$ cat config.mk
export PLATFORM = sky130hd
export DESIGN_NAME = io_port
export DESIGN_NICKNAME = d
export VERILOG_FILES = /design/src/rtl/io_port_pkg.sv /design/src/rtl/io_port.sv
export VERILOG_INCLUDE_DIRS = /design/src /design/src/rtl
export SDC_FILE = /design/constraint.sdc
export NUM_CORES = 1
export LEC_CHECK = 0
export ABC_AREA = 1
export BUFFER_PORTS_ARGS = -buffer_cell sky130_fd_sc_hd__buf_4
export CORE_MARGIN = 10
export CORE_UTILIZATION = 54
export CTS_CLUSTER_DIAMETER = 60
export CTS_CLUSTER_SIZE = 10
export DETAILED_ROUTE_END_ITERATION = 10
export GPL_TIMING_DRIVEN = 0
export MAX_ROUTING_LAYER = met4
export PLACE_DENSITY = 0.85
export SLEW_MARGIN = 0
export SYNTH_ARGS = -nofsm -noshare
export SYNTH_HDL_FRONTEND = slang
export SYNTH_SLANG_ARGS = --single-unit
$ cat constraint.sdc
create_clock -name clock -period 4.8 [get_ports clock]
set_clock_uncertainty 0.15 [all_clocks]
set_input_delay 0.72 -clock clock [delete_from_list [all_inputs] [get_ports clock]]
set_output_delay 0.72 -clock clock [all_outputs]
set_load 0.02 [all_outputs]
$ cat src/rtl/io_port_map.svh
// register offsets and reset values of the i/o port
`ifndef IO_PORT_MAP_SVH
`define IO_PORT_MAP_SVH
`define OFS_DATA 4'h0
`define OFS_DIR 4'h1
`define OFS_OPT 4'h2
`define OFS_EDGE 4'h3
`define OFS_STATUS 4'h4
`define OFS_IRQCFG 4'h5
`define RST_DATA 8'hFF
`define RST_DIR 8'h00
`define RST_OPT 8'h00
`define RST_EDGE 8'h00
`define RST_IRQCFG 8'h01
`endif

$ cat src/rtl/io_port_pkg.sv
// types shared by the i/o port
package io_port_pkg;
  // pin drive group: output value, output enable, pull-up enable
  typedef struct packed {
    logic [7:0] out;
    logic [7:0] oe;
    logic [7:0] pull;
  } pad_drive_s;
  // alternate function group from the peripherals
  typedef struct packed {
    logic [7:0] out_en;
    logic [7:0] out_val;
    logic [7:0] in_en;
  } alt_ctrl_s;
endpackage

$ cat src/rtl/io_port.sv
// eight-pin bidirectional i/o port with external interrupt latches
// How it works
// - eight pins, bit x controls pin x
// - input pin: data read returns sampled pin
// - latch write on input leaves pin alone
// - input option: 0 floating, 1 pull-up
// - dir/opt: 00 float,01 pull,10 od,11 pp
// - output pin: latch drives, read returns latch
// - output option selects push-pull or open-drain
// - pull-up input raises request on its vector
// - edge sense programmable per vector
// - up to seven vectors, pins share vectors
// - shared pins combined before edge detect
// - vector fetch clears its request latch
// - changing edge sense clears those requests
// - request reaches cpu only when unmasked
// - peripheral output overrides pin, level readable on input pins
// - input with alt output reads alt value
// - output with alt input gets latch value
// - low power keeps config, interrupts wake
//
// The register offsets and register access over Wishbone were left to the implementer.
`timescale 1ns/1ps
`include "io_port_map.svh"
module io_port #(
  parameter int NVEC = 7
) (
  // clock and reset
  input wire logic clock,
  input wire logic rst,
  // classic wishbone slave
  input wire logic wb_cyc_i,
  input wire logic wb_stb_i,
  input wire logic wb_we_i,
  input wire logic [3:0] wb_adr_i,
  input wire logic [3:0] wb_sel_i,
  input wire logic [31:0] wb_dat_i,
  output logic [31:0] wb_dat_o,
  output logic wb_ack_o,
  output logic wb_err_o,
  // pads: input, output, output enable, pull-up
  input wire logic [7:0] pin_in,
  output io_port_pkg::pad_drive_s pad,
  // alternate functions
  input wire io_port_pkg::alt_ctrl_s alt,
  output logic [7:0] alt_in,
  // interrupt side of the cpu
  input wire logic [23:0] vec_map,
  input wire logic global_mask,
  input wire logic [NVEC-1:0] vec_fetch,
  input wire logic low_power,
  output logic [NVEC-1:0] ext_irq,
  output logic wake
);
  // register state
  // one bit per pin in data, direction, option and irq registers; one bit per vector in edge and request
  logic [7:0] data_r;      // port_data_latch
  logic [7:0] dir_r;       // pin_direction
  logic [7:0] opt_r;       // pin_option
  logic [7:0] edge_r;      // edge_sense_control, 1 = rising
  logic [7:0] irqcap_r;    // pins able to raise interrupts
  logic [NVEC-1:0] pend_r; // request latches
  logic [7:0] s1_r, s2_r, s3_r; // three-stage pin sampler
  logic [7:0] pin_sync;    // agreed pin level
  logic [NVEC-1:0] comb_prev_r;
  logic [NVEC-1:0] comb_now;
  logic [NVEC-1:0] edge_hit;
  logic [7:0] rd_data;
  logic [7:0] eff_oe, eff_val, irq_pin;
  logic acc, wr, hit;

  // vector number of pin i from the 3-bit map field
  function automatic logic [2:0] vec_of(input logic [23:0] m, input int i);
    vec_of = m[i*3 +: 3];
  endfunction

  // a request is taken while ack is low; ack blocks a second take
  assign acc = wb_cyc_i & wb_stb_i & ~wb_ack_o;
  // a write lands at the edge where ack is high, the same edge at
  // which the master samples ack; the request still stands then
  assign wr = wb_cyc_i & wb_stb_i & wb_ack_o & wb_we_i & wb_sel_i[0];
  assign hit = (wb_adr_i <= `OFS_IRQCFG);

  // pin synchroniser stages
  // pins are asynchronous; three stages keep metastability out
  // of the level filter and of the edge detectors
  always_ff @(posedge clock or posedge rst) begin
    if (rst) begin
      s1_r <= 8'h00;
      s2_r <= 8'h00;
      s3_r <= 8'h00;
    end else begin
      s1_r <= pin_in;
      s2_r <= s1_r;
      s3_r <= s2_r;
    end
  end

  // level counts only once two late stages agree
  // a pin that glitches for a single cycle never reaches
  // the data reads or the interrupt edge detectors
  logic [7:0] lvl_r;
  always_ff @(posedge clock or posedge rst) begin
    if (rst) begin
      lvl_r <= 8'h00;
    end else begin
      lvl_r <= (s2_r & s3_r) | (lvl_r & (s2_r | s3_r));
    end
  end
  assign pin_sync = lvl_r;

  // configuration registers, single-cycle ack slave
  // the status index is read-only, so writes to it are dropped;
  // unmapped indices get an error held until the request drops and never reach here
  always_ff @(posedge clock or posedge rst) begin
    if (rst) begin
      data_r <= `RST_DATA;
      dir_r <= `RST_DIR;
      opt_r <= `RST_OPT;
      edge_r <= `RST_EDGE;
      irqcap_r <= `RST_IRQCFG;
    end else if (wr) begin
      unique case (wb_adr_i)
        `OFS_DATA: data_r <= wb_dat_i[7:0];
        `OFS_DIR: dir_r <= wb_dat_i[7:0];
        `OFS_OPT: opt_r <= wb_dat_i[7:0];
        `OFS_EDGE: edge_r <= wb_dat_i[7:0];
        `OFS_IRQCFG: irqcap_r <= wb_dat_i[7:0];
        default: ;
      endcase
    end
  end

  // ack dropped the cycle after; error held until the request drops
  // read data is captured at the taking edge and stands with ack;
  // trade-off: one cycle of latency for a clean registered bus
  always_ff @(posedge clock or posedge rst) begin
    if (rst) begin
      wb_ack_o <= 1'b0;
      wb_err_o <= 1'b0;
      wb_dat_o <= 32'h0000_0000;
    end else begin
      wb_ack_o <= acc & hit;
      wb_err_o <= acc & ~hit;
      wb_dat_o <= {24'h00_0000, rd_data};
    end
  end

  // pin drive decode
  // pads follow the registers combinationally, so a direction
  // change reaches the pin in the cycle after the write lands
  always_comb begin
    for (int i = 0; i < 8; i++) begin
      eff_oe[i] = alt.out_en[i] | dir_r[i];
      eff_val[i] = alt.out_en[i] ? alt.out_val[i] : data_r[i];
      pad.oe[i] = alt.out_en[i] | (dir_r[i] & (opt_r[i] | ~data_r[i]));
      pad.out[i] = eff_val[i];
      // pull-up only on input with option
      pad.pull[i] = ~eff_oe[i] & opt_r[i];
      // interrupt input: pull-up mode on capable pin
      irq_pin[i] = ~eff_oe[i] & opt_r[i] & irqcap_r[i];
      // peripheral input sees latch on outputs
      alt_in[i] = dir_r[i] ? data_r[i] : pin_sync[i];
    end
  end

  // register read mux
  // input pins show the synchronised level, so a data read
  // lags a pin change by four clock cycles
  always_comb begin
    rd_data = 8'h00;
    unique case (wb_adr_i)
      `OFS_DATA: begin
        for (int i = 0; i < 8; i++) begin
          // input with alt output shows alt value
          if (alt.out_en[i] & ~dir_r[i])
            rd_data[i] = alt.out_val[i];
          else if (dir_r[i])
            rd_data[i] = data_r[i];
          else
            rd_data[i] = pin_sync[i];
        end
      end
      `OFS_DIR: rd_data = dir_r;
      `OFS_OPT: rd_data = opt_r;
      `OFS_EDGE: rd_data = edge_r;
      `OFS_STATUS: rd_data = {{(8-NVEC){1'b0}}, pend_r};
      `OFS_IRQCFG: rd_data = irqcap_r;
      default: rd_data = 8'h00;
    endcase
  end

  // combine shared pins, low masks the others
  // a vector idles high; pins not enabled leave it high, so only
  // an enabled pin held low can hide its neighbours' edges
  always_comb begin
    for (int v = 0; v < NVEC; v++) begin
      comb_now[v] = 1'b1;
      for (int i = 0; i < 8; i++) begin
        if (irq_pin[i] && vec_of(vec_map, i) == 3'(v))
          comb_now[v] = comb_now[v] & pin_sync[i];
      end
      edge_hit[v] = edge_r[v] ? (comb_now[v] & ~comb_prev_r[v]) : (~comb_now[v] & comb_prev_r[v]);
    end
  end

  // previous combined level
  // reset to the idle level so that no false edge follows reset
  always_ff @(posedge clock or posedge rst) begin
    if (rst) comb_prev_r <= '1;
    else comb_prev_r <= comb_now;
  end

  // request latches, set wins over fetch clear
  // a sense change beats a new edge; a new edge beats a fetch,
  // so an event landing in the fetch cycle is never lost
  always_ff @(posedge clock or posedge rst) begin
    if (rst) begin
      pend_r <= '0;
    end else begin
      for (int v = 0; v < NVEC; v++) begin
        if (wr && wb_adr_i == `OFS_EDGE && wb_dat_i[v] != edge_r[v])
          pend_r[v] <= 1'b0;
        else if (edge_hit[v])
          pend_r[v] <= 1'b1;
        else if (vec_fetch[v])
          pend_r[v] <= 1'b0;
      end
    end
  end

  assign ext_irq = global_mask ? '0 : pend_r;
  // wake from low power, state untouched
  // limitation: wake ignores the global mask, which gates ext_irq only, also in low power
  assign wake = low_power & (|pend_r);

  // masked means silent
  // the mask gates ext_irq only, pending state is kept
  a_irq_masked: assert property (@(posedge clock) disable iff (rst)
    global_mask |-> ext_irq == '0) else $error("irq while masked");

  // fetch clears request
  // only checked when no edge or write competes in that cycle
  a_fetch_clear: assert property (@(posedge clock) disable iff (rst)
    vec_fetch[0] && !edge_hit[0] && !wr |=> !pend_r[0]) else $error("fetch did not clear");

  // edge sets request
  // a detected edge must never be dropped outside write cycles
  a_edge_set: assert property (@(posedge clock) disable iff (rst)
    edge_hit[0] && !wr |=> pend_r[0]) else $error("edge lost");

  // sense change clears
  // vector 1 stands for all vectors here
  a_sense_clear: assert property (@(posedge clock) disable iff (rst)
    wr && wb_adr_i == `OFS_EDGE && wb_dat_i[1] != edge_r[1] |=> !pend_r[1]) else $error("sense not cleared");

  // open-drain floats high
  // a driven one here would fight the outside pull-up
  a_od_float: assert property (@(posedge clock) disable iff (rst)
    dir_r[0] && !opt_r[0] && data_r[0] && !alt.out_en[0] |-> !pad.oe[0]) else $error("od drives high");

  // peripheral takes pin
  // the peripheral overrides direction, option and latch
  a_alt_take: assert property (@(posedge clock) disable iff (rst)
    alt.out_en[2] |-> pad.oe[2] && pad.out[2] == alt.out_val[2]) else $error("alt not driving");

  // input read shows pin
  // read data is the level seen at the taking edge
  a_input_read: assert property (@(posedge clock) disable iff (rst)
    acc && !wb_we_i && wb_adr_i == `OFS_DATA && !dir_r[3] && !alt.out_en[3] |=> wb_dat_o[3] == $past(pin_sync[3]))
    else $error("input read wrong");

  // pull-up follows option
  // inputs only; outputs never enable the pull-up
  a_pull_input: assert property (@(posedge clock) disable iff (rst)
    !dir_r[4] && !alt.out_en[4] |-> pad.pull[4] == opt_r[4]) else $error("pull wrong");

  // agreed high propagates
  // two agreeing stages must reach the level one edge later
  a_sync_delay: assert property (@(posedge clock) disable iff (rst)
    (s2_r[5] && s3_r[5]) |=> pin_sync[5]) else $error("sync wrong");

  // push-pull drives latch
  // pin 1 stands in for all; the decode loop is uniform
  a_pp_drive: assert property (@(posedge clock) disable iff (rst)
    dir_r[1] && opt_r[1] && !alt.out_en[1] |-> pad.oe[1] && pad.out[1] == data_r[1]) else $error("pp drive wrong");

  // open-drain pulls low
  // a zero is driven in both output modes
  a_od_low: assert property (@(posedge clock) disable iff (rst)
    dir_r[6] && !opt_r[6] && !data_r[6] && !alt.out_en[6] |-> pad.oe[6] && !pad.out[6]) else $error("od not low");

  // input never driven
  // a latch write on an input pin must leave the pad released
  a_input_hiz: assert property (@(posedge clock) disable iff (rst)
    !dir_r[6] && !alt.out_en[6] |-> !pad.oe[6]) else $error("input driven");

  // output read shows latch
  // the stored value, not the pin, comes back on outputs
  a_output_read: assert property (@(posedge clock) disable iff (rst)
    acc && !wb_we_i && wb_adr_i == `OFS_DATA && dir_r[3] |=> wb_dat_o[3] == $past(data_r[3]))
    else $error("output read wrong");

  // input reads alt value
  // peripheral output wins over the pin level on inputs
  a_alt_read: assert property (@(posedge clock) disable iff (rst)
    acc && !wb_we_i && wb_adr_i == `OFS_DATA && !dir_r[4] && alt.out_en[4] |=> wb_dat_o[4] == $past(alt.out_val[4]))
    else $error("alt read wrong");

  // peripheral sees latch
  // on outputs the peripheral input ignores the pad
  a_alt_input: assert property (@(posedge clock) disable iff (rst)
    dir_r[1] |-> alt_in[1] == data_r[1]) else $error("alt input wrong");

  // sense change wins
  // even an edge in the same cycle must not leave a request
  a_sense_wins: assert property (@(posedge clock) disable iff (rst)
    wr && wb_adr_i == `OFS_EDGE && wb_dat_i[0] != edge_r[0] |=> !pend_r[0]) else $error("sense lost race");

  // pending request wakes
  // any pending vector must end low power
  a_wake_req: assert property (@(posedge clock) disable iff (rst)
    low_power && pend_r != '0 |-> wake) else $error("no wake");

  // no wake when running
  // wake is only meaningful during low power
  a_no_wake: assert property (@(posedge clock) disable iff (rst)
    !low_power |-> !wake) else $error("wake while running");

  // unmasked requests pass
  // with the mask clear every pending vector is visible
  a_unmask_pass: assert property (@(posedge clock) disable iff (rst)
    !global_mask |-> ext_irq == pend_r) else $error("irq not passed");

  // floating input released
  // neither pull-up nor drive on a floating input
  a_float_input: assert property (@(posedge clock) disable iff (rst)
    !dir_r[5] && !opt_r[5] && !alt.out_en[5] |-> !pad.pull[5] && !pad.oe[5]) else $error("float wrong");

  // ack lasts one cycle
  // a longer ack would let a held request be taken twice
  a_ack_single: assert property (@(posedge clock) disable iff (rst)
    wb_ack_o |=> !wb_ack_o) else $error("ack too long");

  // unmapped index refused
  // an error, held while the request stands, and no ack for indices past the map
  a_err_refuse: assert property (@(posedge clock) disable iff (rst)
    acc && wb_adr_i > `OFS_IRQCFG |=> wb_err_o && !wb_ack_o) else $error("unmapped acked");

  // low pin masks vector
  // one enabled pin held low keeps its vector low
  a_combine_mask: assert property (@(posedge clock) disable iff (rst)
    irq_pin[1] && vec_of(vec_map, 1) == 3'h1 && !pin_sync[1] |-> !comb_now[1]) else $error("mask lost");

  // agreed low propagates
  // two agreeing low stages must clear the level
  a_sync_hold: assert property (@(posedge clock) disable iff (rst)
    !s2_r[5] && !s3_r[5] |=> !pin_sync[5]) else $error("sync low wrong");

  // interrupt input pulled up
  // interrupt inputs are the pull-up input mode
  a_pull_irq: assert property (@(posedge clock) disable iff (rst)
    irq_pin[0] |-> pad.pull[0]) else $error("irq pin not pulled");

  // request held until fetch
  // nothing but a fetch or a sense write may drop a request
  a_pend_hold: assert property (@(posedge clock) disable iff (rst)
    pend_r[0] && !vec_fetch[0] && !wr |=> pend_r[0]) else $error("request dropped");

  // latch write stores value
  // the data write must land whole in the latch
  a_write_lands: assert property (@(posedge clock) disable iff (rst)
    wr && wb_adr_i == `OFS_DATA |=> data_r == $past(wb_dat_i[7:0])) else $error("write lost");
endmodule

==> impl_metrics.toml, run 1 <==
[worst_setup_path]
r2r_setup_slack_ns = 2.94
path_class = "flip-flop to primary output"
end_kind = "primary output"
start_kind = "flip-flop"
crit_chain = "inv_1, nand4_1, o21a_1, buf_4"
critPathSlowestCell = "dfrtp_1"
r2r-end = "pend_r[0]"
r2r_start = "dir_r[3]"
ff2ff_path_depth = 11
worstPathRequired_ns = 3.93
arrival_ns = 1.46
cp_max_fo = 4
cp_slowest_stage_delay_ns = 0.37

[logic_synthesis]
synth-main-ff-cell = "dfrtp_1"
yosys.cell_types.count = 29
synth-adder-area-share_pct = 1.47
synth_compound_area_share_pct = 8.61
syn_area_um2 = 5440
synth_cells = 768
synthArstFlopShare_pct = 100
ys_ff_latch = 96
synth-edff-count = 0
yosysSeqAreaShare_pct = 44.6
synth-xor-area-share_pct = 0
synthMuxAreaShare_pct = 0
synth_area_per_cell_um2 = 7.08
synth-simple-area-share_pct = 34.1
yosysWarnings = 0
synth_top_family_by_area = "simple AND/OR/NAND/NOR gates"

[grt]
grt_pass1_wl_um = 25000
grt-ovfl-total = 0
first_global_vias = 5228
antenna_found_initial = 0
grtUsageTotal_pct = 21.8
grt_max_degree = 67

[run_status]
status = "finished, final reports clean"

[worst_hold_path]
hp-class = "primary input to async pin"

[finish]
final_cell_mix = "nand2_1 (255), buf_4 (150), nor2_1 (120), inv_1 (96), dfrtp_1 (80)"
drive_above_1_share_pct = 25.2
n_fill_cell = 844
diodes = 0
fin_nets = 1037
fin_util_pct = 70.1
area_growth_pct = 26.1
final_common_cell = "nand2_1"
final_cell_area_um2 = 6860

[timing]
finalCritPeriodShare_pct = 48.5
tns_ns = 0
slew_headroom_pct = 66.5
final_max_slew_viol_count = 0
max_freq_mhz = 429
rsz0062_at_grt = "false"
post-route-min-period_ns = 2.33
worst_pin_slew_ns = 0.500
hold_viol = 0
finalSetupViolations = 0
holdWs_ns = 0.177

[detailed_routing]
wl_per_cell_um = 14.6
drc_errors = 0
antenna_left = 0
wirelength_um = 15600
vias_per_cell = 5.05
num_vias = 5378
dr.first_iter.drc_count = 487
firstDrtPassIters = 7

[floorplan]
std_cell_rows = 36
die-area_um2 = 14500
start_util_pct = 55.6
core-area_um2 = 9770
die_h_um = 120
die_w_um = 120
ios = 184

[clocking]
numCtsBuffers = 9
htree_levels = 3
clock-sinks = 96
cts_setup_buffers = 0
clkTransAtPathRegs_ns = 0.11
cts_buffer_depth = 2
cts_resized = 0
holdBufCountCts = 0
cts_root_buffer = "clkbuf_8"
clkLatencyLatePin_ns = 0.38
cts_tree = "done"

[placement]
post-dp-hpwl_um = 12400
finalWeightedCongestion = 0.917
portBuffers = 124
placed_area_um2 = 6650

[pwr]
peakVddDrop_v = 0.000159
powerDensity_nw_per_um2 = 245
p_leak_nw = 3.71

[flow_run]
maxCapViolCount = 0
## cell families (layout without fill, tap and decap cells)
logic type	after synthesis	count (layout)
buffers and inverters	133	274
adders and majority gates	8	8
and+or+nand+nor	448	448
AOI/OAI and AO/OA	82	82
other	1	24
DFF	96	96
## synthesized netlist by cell type, types with 3 or more instances
| master | n | share of area [%] |
|---|---|---|
| a21oi_1 | 8 | 0.74 |
| buf_2 | 4 | 0.37 |
| buf_4 | 26 | 3.6 |
| dfrtp_1 | 80 | 37 |
| dfstp_2 | 16 | 7.7 |
| inv_1 | 97 | 6.7 |
| inv_2 | 3 | 0.21 |
| maj3_1 | 8 | 1.5 |
| nand2_1 | 255 | 18 |
| nand3_1 | 32 | 2.9 |
| nand4_1 | 7 | 0.81 |
| nor2_1 | 120 | 8.3 |
| nor2_2 | 10 | 1.2 |
| o21ai_0 | 54 | 5.0 |
| o21ai_2 | 8 | 1.3 |
| o22ai_1 | 6 | 0.69 |
| or2_2 | 16 | 1.8 |
## critical path, delay by kind of cell, from the launching register on
family	cells	cell delay (ns)
compound gates	1	0.22
buf+inv	2	0.29
flops	1	0.37
simple gates	1	0.20
## routing by layer
metal | vias to the layer above | global-route usage (%) | part of all wire (%)
li1 | 2646 | - | -
met1 | 2448 | 27.3 | 43
met2 | 249 | 34.8 | 47
met3 | 35 | 4.05 | 7.1
met4 | 0 | 7.77 | 2.8
met5 | - | - | 0
## power by group
group          switching (mW)  internal (mW)
Combinational           0.155          0.109
Sequential             0.0161          0.834
Clock                   0.316          0.250
Total                   0.487           1.19
## worst max-delay path by stage
stage / slack [ns] / startpoint / cells past startpoint / end
global route: 2.44 / pend_r[1] / 4 / wake
global placement: 0.35 / rst / 2 / lvl_r[0]
floorplan: 1.45 / rst / 1 / dir_r[0]
finish: 2.47 / pend_r[1] / 4 / wake
detailed placement: 2.58 / wb_cyc_i / 8 / data_r[3]
CTS: 2.48 / pend_r[1] / 4 / wake
## area by class of cell
cell class	instances	area, µm²	area share, %
Clock buffer	9	124	1.81
Timing Repair Buffer	125	958	14.0
Clock inverter	7	81.3	1.19
Tap cell	133	166	2.43
Multi-Input combinational cell	562	2490	36.3
Inverter	101	383	5.58
Sequential cell	96	2420	35.3
Buffer	32	230	3.36
## flip-flops by register name, summed over array words and instances (netlist names), 8 cells and up
register  flops
lvl_r         8
opt_r         8
irqcap_r      8
s3_r          8
edge_r        8
data_r        8
s1_r          8
dir_r         8
s2_r          8
wb_dat_o      8
## stage by stage
step	std cells	power [mW]	setup WS (ns)
after floorplan	791	1.01	1.45
after global placement	1048	1.12	0.350
after detailed placement	1049	1.13	2.58
after CTS	1065	1.68	2.48
after global routing	1065	1.74	2.44
final	1065	1.68	2.47
Power figures use the tool's default switching activity.
==> run 2: changes to the inputs <==
--- a/config.mk
+++ b/config.mk
@@ -9,13 +9,13 @@
 export ABC_AREA = 1
 export BUFFER_PORTS_ARGS = -buffer_cell sky130_fd_sc_hd__buf_4
 export CORE_MARGIN = 10
-export CORE_UTILIZATION = 54
+export CORE_UTILIZATION = 46
 export CTS_CLUSTER_DIAMETER = 60
 export CTS_CLUSTER_SIZE = 10
 export DETAILED_ROUTE_END_ITERATION = 10
 export GPL_TIMING_DRIVEN = 0
 export MAX_ROUTING_LAYER = met4
-export PLACE_DENSITY = 0.85
+export PLACE_DENSITY = 0.77
 export SLEW_MARGIN = 0
 export SYNTH_ARGS = -nofsm -noshare
 export SYNTH_HDL_FRONTEND = slang
==> constraint.sdc (replaced) <==
create_clock -name clock -period 2.04 [get_ports clock]
set_clock_uncertainty 0.15 [all_clocks]
set_input_delay 0.306 -clock clock [delete_from_list [all_inputs] [get_ports clock]]
set_output_delay 0.306 -clock clock [all_outputs]
set_load 0.02 [all_outputs]
==> run 2 against run 1 <==
Effect of this change: die area increased by 14%; critical path depth increased by 7; final cell count increased by 1.9%; total power increased to 2.6 times the previous value; worst hold slack got worse by 0.15 ns; routed wire length increased by 2.3%; via count decreased by 1.6%; worst setup slack got worse by 2.3 ns; highest routed layer unchanged; sequential cell count unchanged; sequential power increased by 140%; register-to-register slack got worse by 2.8 ns; largest cell class unchanged.
==> impl_metrics.toml, run 2 (same netlist as run 1, synthesis figures left out) <==
[placement]
finalWeightedCongestion = 0.889
post-dp-hpwl_um = 12600
portBuffers = 124

[worst_setup_path]
cp_common_cell = "nand2_1"
end_kind = "flip-flop"
ff2ff_path_depth = 11
path_class = "flip-flop to flip-flop"
critPathSlowestCell = "dfrtp_1"
cp.buffers_inverters = 1
cp_slowest_stage_delay_ns = 0.43
cp_top_family = "simple AND/OR/NAND/NOR gates"
path_depth = 11
arrival_ns = 2.01
start_kind = "flip-flop"
crit_chain = "nor2_1, nand2_1, nor2_2, nand2_1, nand2_1, nor2_1, nand2_1, nand2_1, nand3_1, nand2_1, inv_1"
cp_max_fo = 7
worstPathRequired_ns = 2.18

[timing]
hold_viol = 0
rsz0062_at_grt = "false"
finalSetupViolations = 0
final_max_slew_viol_count = 0
max_freq_mhz = 534
finalCritPeriodShare_pct = 91.8
post-route-min-period_ns = 1.87

[clocking]
clkTransAtPathRegs_ns = 0.07
cts_root_buffer = "clkbuf_16"
htree_levels = 3
cts_tree = "done"
cts_setup_buffers = 0
cts_buffer_depth = 2
clkLatencyLatePin_ns = 0.36
clock-sinks = 96
numCtsBuffers = 9

[flow_run]
maxCapViolCount = 0

[floorplan]
die_h_um = 129
die_w_um = 129
std_cell_rows = 39
die-area_um2 = 16600
start_util_pct = 47.2
ios = 184
core-area_um2 = 11500

[finish]
fin_util_pct = 61.3
diodes = 0
final_common_cell = "nand2_1"
n_fill_cell = 1044
area_growth_pct = 29.8
seqCellArea_um2 = 2420
multiInputGateArea_um2 = 2490
drive_above_1_share_pct = 25.1
fin_nets = 1047
final_cell_mix = "nand2_1 (255), buf_4 (150), nor2_1 (120), inv_1 (96), dfrtp_1 (80)"

[grt]
grt_pass1_wl_um = 25400
grt-ovfl-total = 0
grtUsageTotal_pct = 19.9
first_global_vias = 5061
grt_max_degree = 45
antenna_found_initial = 0

[pwr]
peakVddDrop_v = 0.000410
powerDensity_nw_per_um2 = 611
total_power_mw = 4.31
p_leak_nw = 3.79

[detailed_routing]
num_vias = 5292
drc_errors = 0
antenna_left = 0
dr.first_iter.drc_count = 420
vias_per_cell = 4.88
wl_per_cell_um = 14.7
firstDrtPassIters = 5
wirelength_um = 16000

[worst_hold_path]
hold_path_depth = 3
hp-class = "primary input to flip-flop"

[run_status]
status = "finished, final reports clean"
run 2: cell count changes in the layout (fill, tap and decap cells not counted):
cell | previous run | this run
clkbuf_16 | 0 | 9
clkbuf_8 | 9 | 0
dlygate4sd3_1 | 0 | 9
buf_12 | 0 | 2
buf_16 | 1 | 0
bufinv_16 | 1 | 0
clkinv_4 | 0 | 1
clkinvlp_4 | 1 | 2
inv_4 | 1 | 0
inv_6 | 5 | 4
inv_8 | 0 | 1
run 2: timing repair:
action | 4_1_cts | 5_1_grt
setup endpoints to repair | 0 | 0
hold endpoints to repair | 26 | 0
gates resized for setup | 0 | 0
hold buffers | 9 | 0
run 2: per-stage QoR:
step | instances | worst slack, ns | instance area, µm² | TNS [ns] | hold WS, ns
floorplan | 791 | 0.444 | 5530 | 0 | 0.181
global placement | 1058 | -0.185 | 6640 | -14.07 | 0.183
detailed placement | 1060 | 0.234 | 6680 | 0 | 0.186
CTS | 1085 | 0.184 | 7050 | 0 | 0.0270
global route | 1085 | 0.0151 | 7050 | 0 | 0.0475
finish | 1085 | 0.167 | 7050 | 0 | 0.0314
run 2: metal layers:
layer	up-vias	GRT usage, %	wire length (µm)
met5	-	-	0
met4	0	7.76	335
met3	19	3.45	1130
li1	2670	-	-
met2	202	30.3	7300
met1	2401	26.0	7190
run 2: worst paths after layout:
kind                             startpoint              to  slack (ns)
max in group asynchronous               rst  comb_prev_r[4]        0.47
worst min-delay path            wb_dat_i[6]       edge_r[6]        0.03
min in group asynchronous               rst        opt_r[5]        0.39
worst max-delay path               dir_r[1]       pend_r[5]        0.17
worst max register to register     dir_r[1]       pend_r[5]        0.17
worst min register to register      s1_r[2]         s2_r[2]        0.20
run 2: cell type report:
class	instances	share of cell area [%]
multi-input combinational	562	35.3
clock inverter	7	0.887
timing repair buffer	135	15.0
tap	143	2.54
clock buffer	9	3.19
inverter	101	5.45
buffer	32	3.26
sequential	96	34.3
run 2: worst reg2reg max path, cell delays in order, from the launching register on:
cell and delay, ns:
dfrtp_1 0.43, nor2_1 0.19, nand2_1 0.16, nor2_2 0.30, nand2_1 0.09, nand2_1 0.09
nor2_1 0.07, nand2_1 0.08, nand2_1 0.06, nand3_1 0.07, nand2_1 0.06, inv_1 0.06
run 2: where the power goes:
group          total, mW  switching, mW  internal, mW
Sequential          2.00         0.0360          1.96
Combinational      0.642          0.372         0.270
Clock               1.67          0.815         0.856
==> run 3: changes to the inputs <==
==> constraint.sdc (replaced) <==
create_clock -name clock -period 2.04 [get_ports clock]
set_clock_uncertainty 0.15 [all_clocks]
set_input_delay 0.102 -clock clock [delete_from_list [all_inputs] [get_ports clock]]
set_output_delay 0.102 -clock clock [all_outputs]
set_load 0.02 [all_outputs]
==> run 3 against run 2 <==
Effect of this change: the run now ends with hold timing left; final cell count is 1.9% higher; via count is 2.3% higher; total power is 0.79% higher; cell area is 3.0% higher; critical endpoint unchanged.
==> impl_metrics.toml, run 3 (same netlist as run 1, synthesis figures left out) <==
[pwr]
powerDensity_nw_per_um2 = 598
p_leak_nw = 3.88
total_power_mw = 4.35
peakVddDrop_v = 0.000412

[worst_setup_path]
critPathSlowestCell = "dfrtp_1"
cp_max_fo = 7
end_kind = "flip-flop"
start_kind = "flip-flop"
r2r_setup_slack_ns = 0.17
r2r-end = "pend_r[5]"
cp_slowest_stage_delay_ns = 0.44
cp_common_cell = "nand2_1"
crit_start = "dir_r[1]"
worstPathRequired_ns = 2.18
ff2ff_path_depth = 11
cp-endpoint = "pend_r[5]"
r2r_start = "dir_r[1]"
path_class = "flip-flop to flip-flop"
arrival_ns = 2.01
crit_chain = "nor2_1, nand2_1, nor2_2, nand2_1, nand2_1, nor2_1, nand2_1, nand2_1, nand3_1, nand2_1, inv_1"

[floorplan]
die_h_um = 129
std_cell_rows = 39
die-area_um2 = 16600
start_util_pct = 47.2
core-area_um2 = 11500
ios = 184
die_w_um = 129

[clocking]
cts_resized = 0
cts_buffer_depth = 2
clkTransAtPathRegs_ns = 0.07
cts_tree = "done"
htree_levels = 3
clkLatencyLatePin_ns = 0.36
clock-sinks = 96
numCtsBuffers = 9
cts_root_buffer = "clkbuf_16"

[flow_run]
maxCapViolCount = 0

[worst_hold_path]
hp-class = "primary input to flip-flop"
hold_path_depth = 3

[placement]
post-dp-hpwl_um = 12600
finalWeightedCongestion = 0.889
place_ws_ns = 0.234
portBuffers = 124

[timing]
finalSetupViolations = 0
finalCritPeriodShare_pct = 91.7
post-route-min-period_ns = 1.87
hold_viol = 1
tns_ns = 0
rsz0062_at_grt = "false"
holdWs_ns = -0.0680
setup_slack_ns = 0.170
max_freq_mhz = 535
final_max_slew_viol_count = 0

[run_status]
status = "complete, but fails checks"
violations = "hold timing"

[detailed_routing]
firstDrtPassIters = 5
drc_errors = 0
wirelength_um = 16200
num_vias = 5415
vias_per_cell = 4.90
wl_per_cell_um = 14.7
antenna_left = 0
dr.first_iter.drc_count = 412

[finish]
n_fill_cell = 1008
drive_above_1_share_pct = 24.5
final_cell_mix = "nand2_1 (255), buf_4 (150), nor2_1 (120), inv_1 (96), dfrtp_1 (80)"
final_common_cell = "nand2_1"
diodes = 0
fin_util_pct = 63.1
area_growth_pct = 33.6
fin_nets = 1068

[grt]
grtUsageTotal_pct = 20.4
grt_max_degree = 45
grt-ovfl-total = 0
grt_pass1_wl_um = 26100
antenna_found_initial = 0
first_global_vias = 5221
-- run 3: changes by cell type in the layout (fill, tap and decap cells not counted), sizes merged --
cell / change
dlygate4sd3: +21
-- run 3: area by class of cell --
| class | instances | area, µm² | share of cell area [%] |
|---|---|---|---|
| Tap cell | 143 | 179 | 2.46 |
| Timing Repair Buffer | 156 | 1270 | 17.5 |
| Multi-Input combinational cell | 562 | 2490 | 34.3 |
| Clock inverter | 7 | 62.6 | 0.861 |
| Buffer | 32 | 230 | 3.17 |
| Inverter | 101 | 384 | 5.29 |
| Clock buffer | 9 | 225 | 3.10 |
| Sequential cell | 96 | 2420 | 33.3 |
-- run 3: through the flow --
step | cells | area [µm²]
floorplan | 791 | 5530
global placement | 1058 | 6640
detailed placement | 1060 | 6680
CTS | 1106 | 7260
global route | 1106 | 7260
finish | 1106 | 7260
-- run 3: how the worst min path moves through the flow --
stage,start,endpoint,slack [ns]
after global placement,pin_in[5],s1_r[5],0.06
final,wb_adr_i[1],wb_err_o,-0.07
after global routing,wb_adr_i[1],wb_err_o,0.01
after floorplan,pin_in[0],s1_r[0],-0.02
after detailed placement,rst,s2_r[7],0.003
after CTS,vec_fetch[5],pend_r[5],0.006
-- run 3: per-layer routing --
layer	part of all wire (%)	wire, µm	global-route usage [%]
met1	45	7300	26.6
met2	46	7500	31.3
met3	6.6	1080	3.20
met4	2.2	361	7.89
met5	0	0	-
-- run 3: power by group --
| part | switching, mW | total (mW) | leakage, nW | internal [mW] |
|---|---|---|---|---|
| clock | 0.815 | 1.67 | 0.139 | 0.856 |
| sequential | 0.0364 | 2.00 | 1.17 | 1.96 |
| combinational | 0.381 | 0.676 | 2.57 | 0.296 |
| total | 1.23 | 4.35 | 3.88 | 3.11 |
-- run 3: worst max-delay path: cells and delay by family (launching register included) --
kind / cells / cell delay, ns
flops: 1 / 0.44
buf+inv: 1 / 0.06
simple gates: 10 / 1.17
-- run 3: timing repair --
| item | in CTS | in global routing |
|---|---|---|
| buffers inserted | 0 | 0 |
| hold buffers | 30 | 1 |
| setup endpoints to repair | 0 | 1 |
| endpoints found under the hold margin | 90 | 1 |
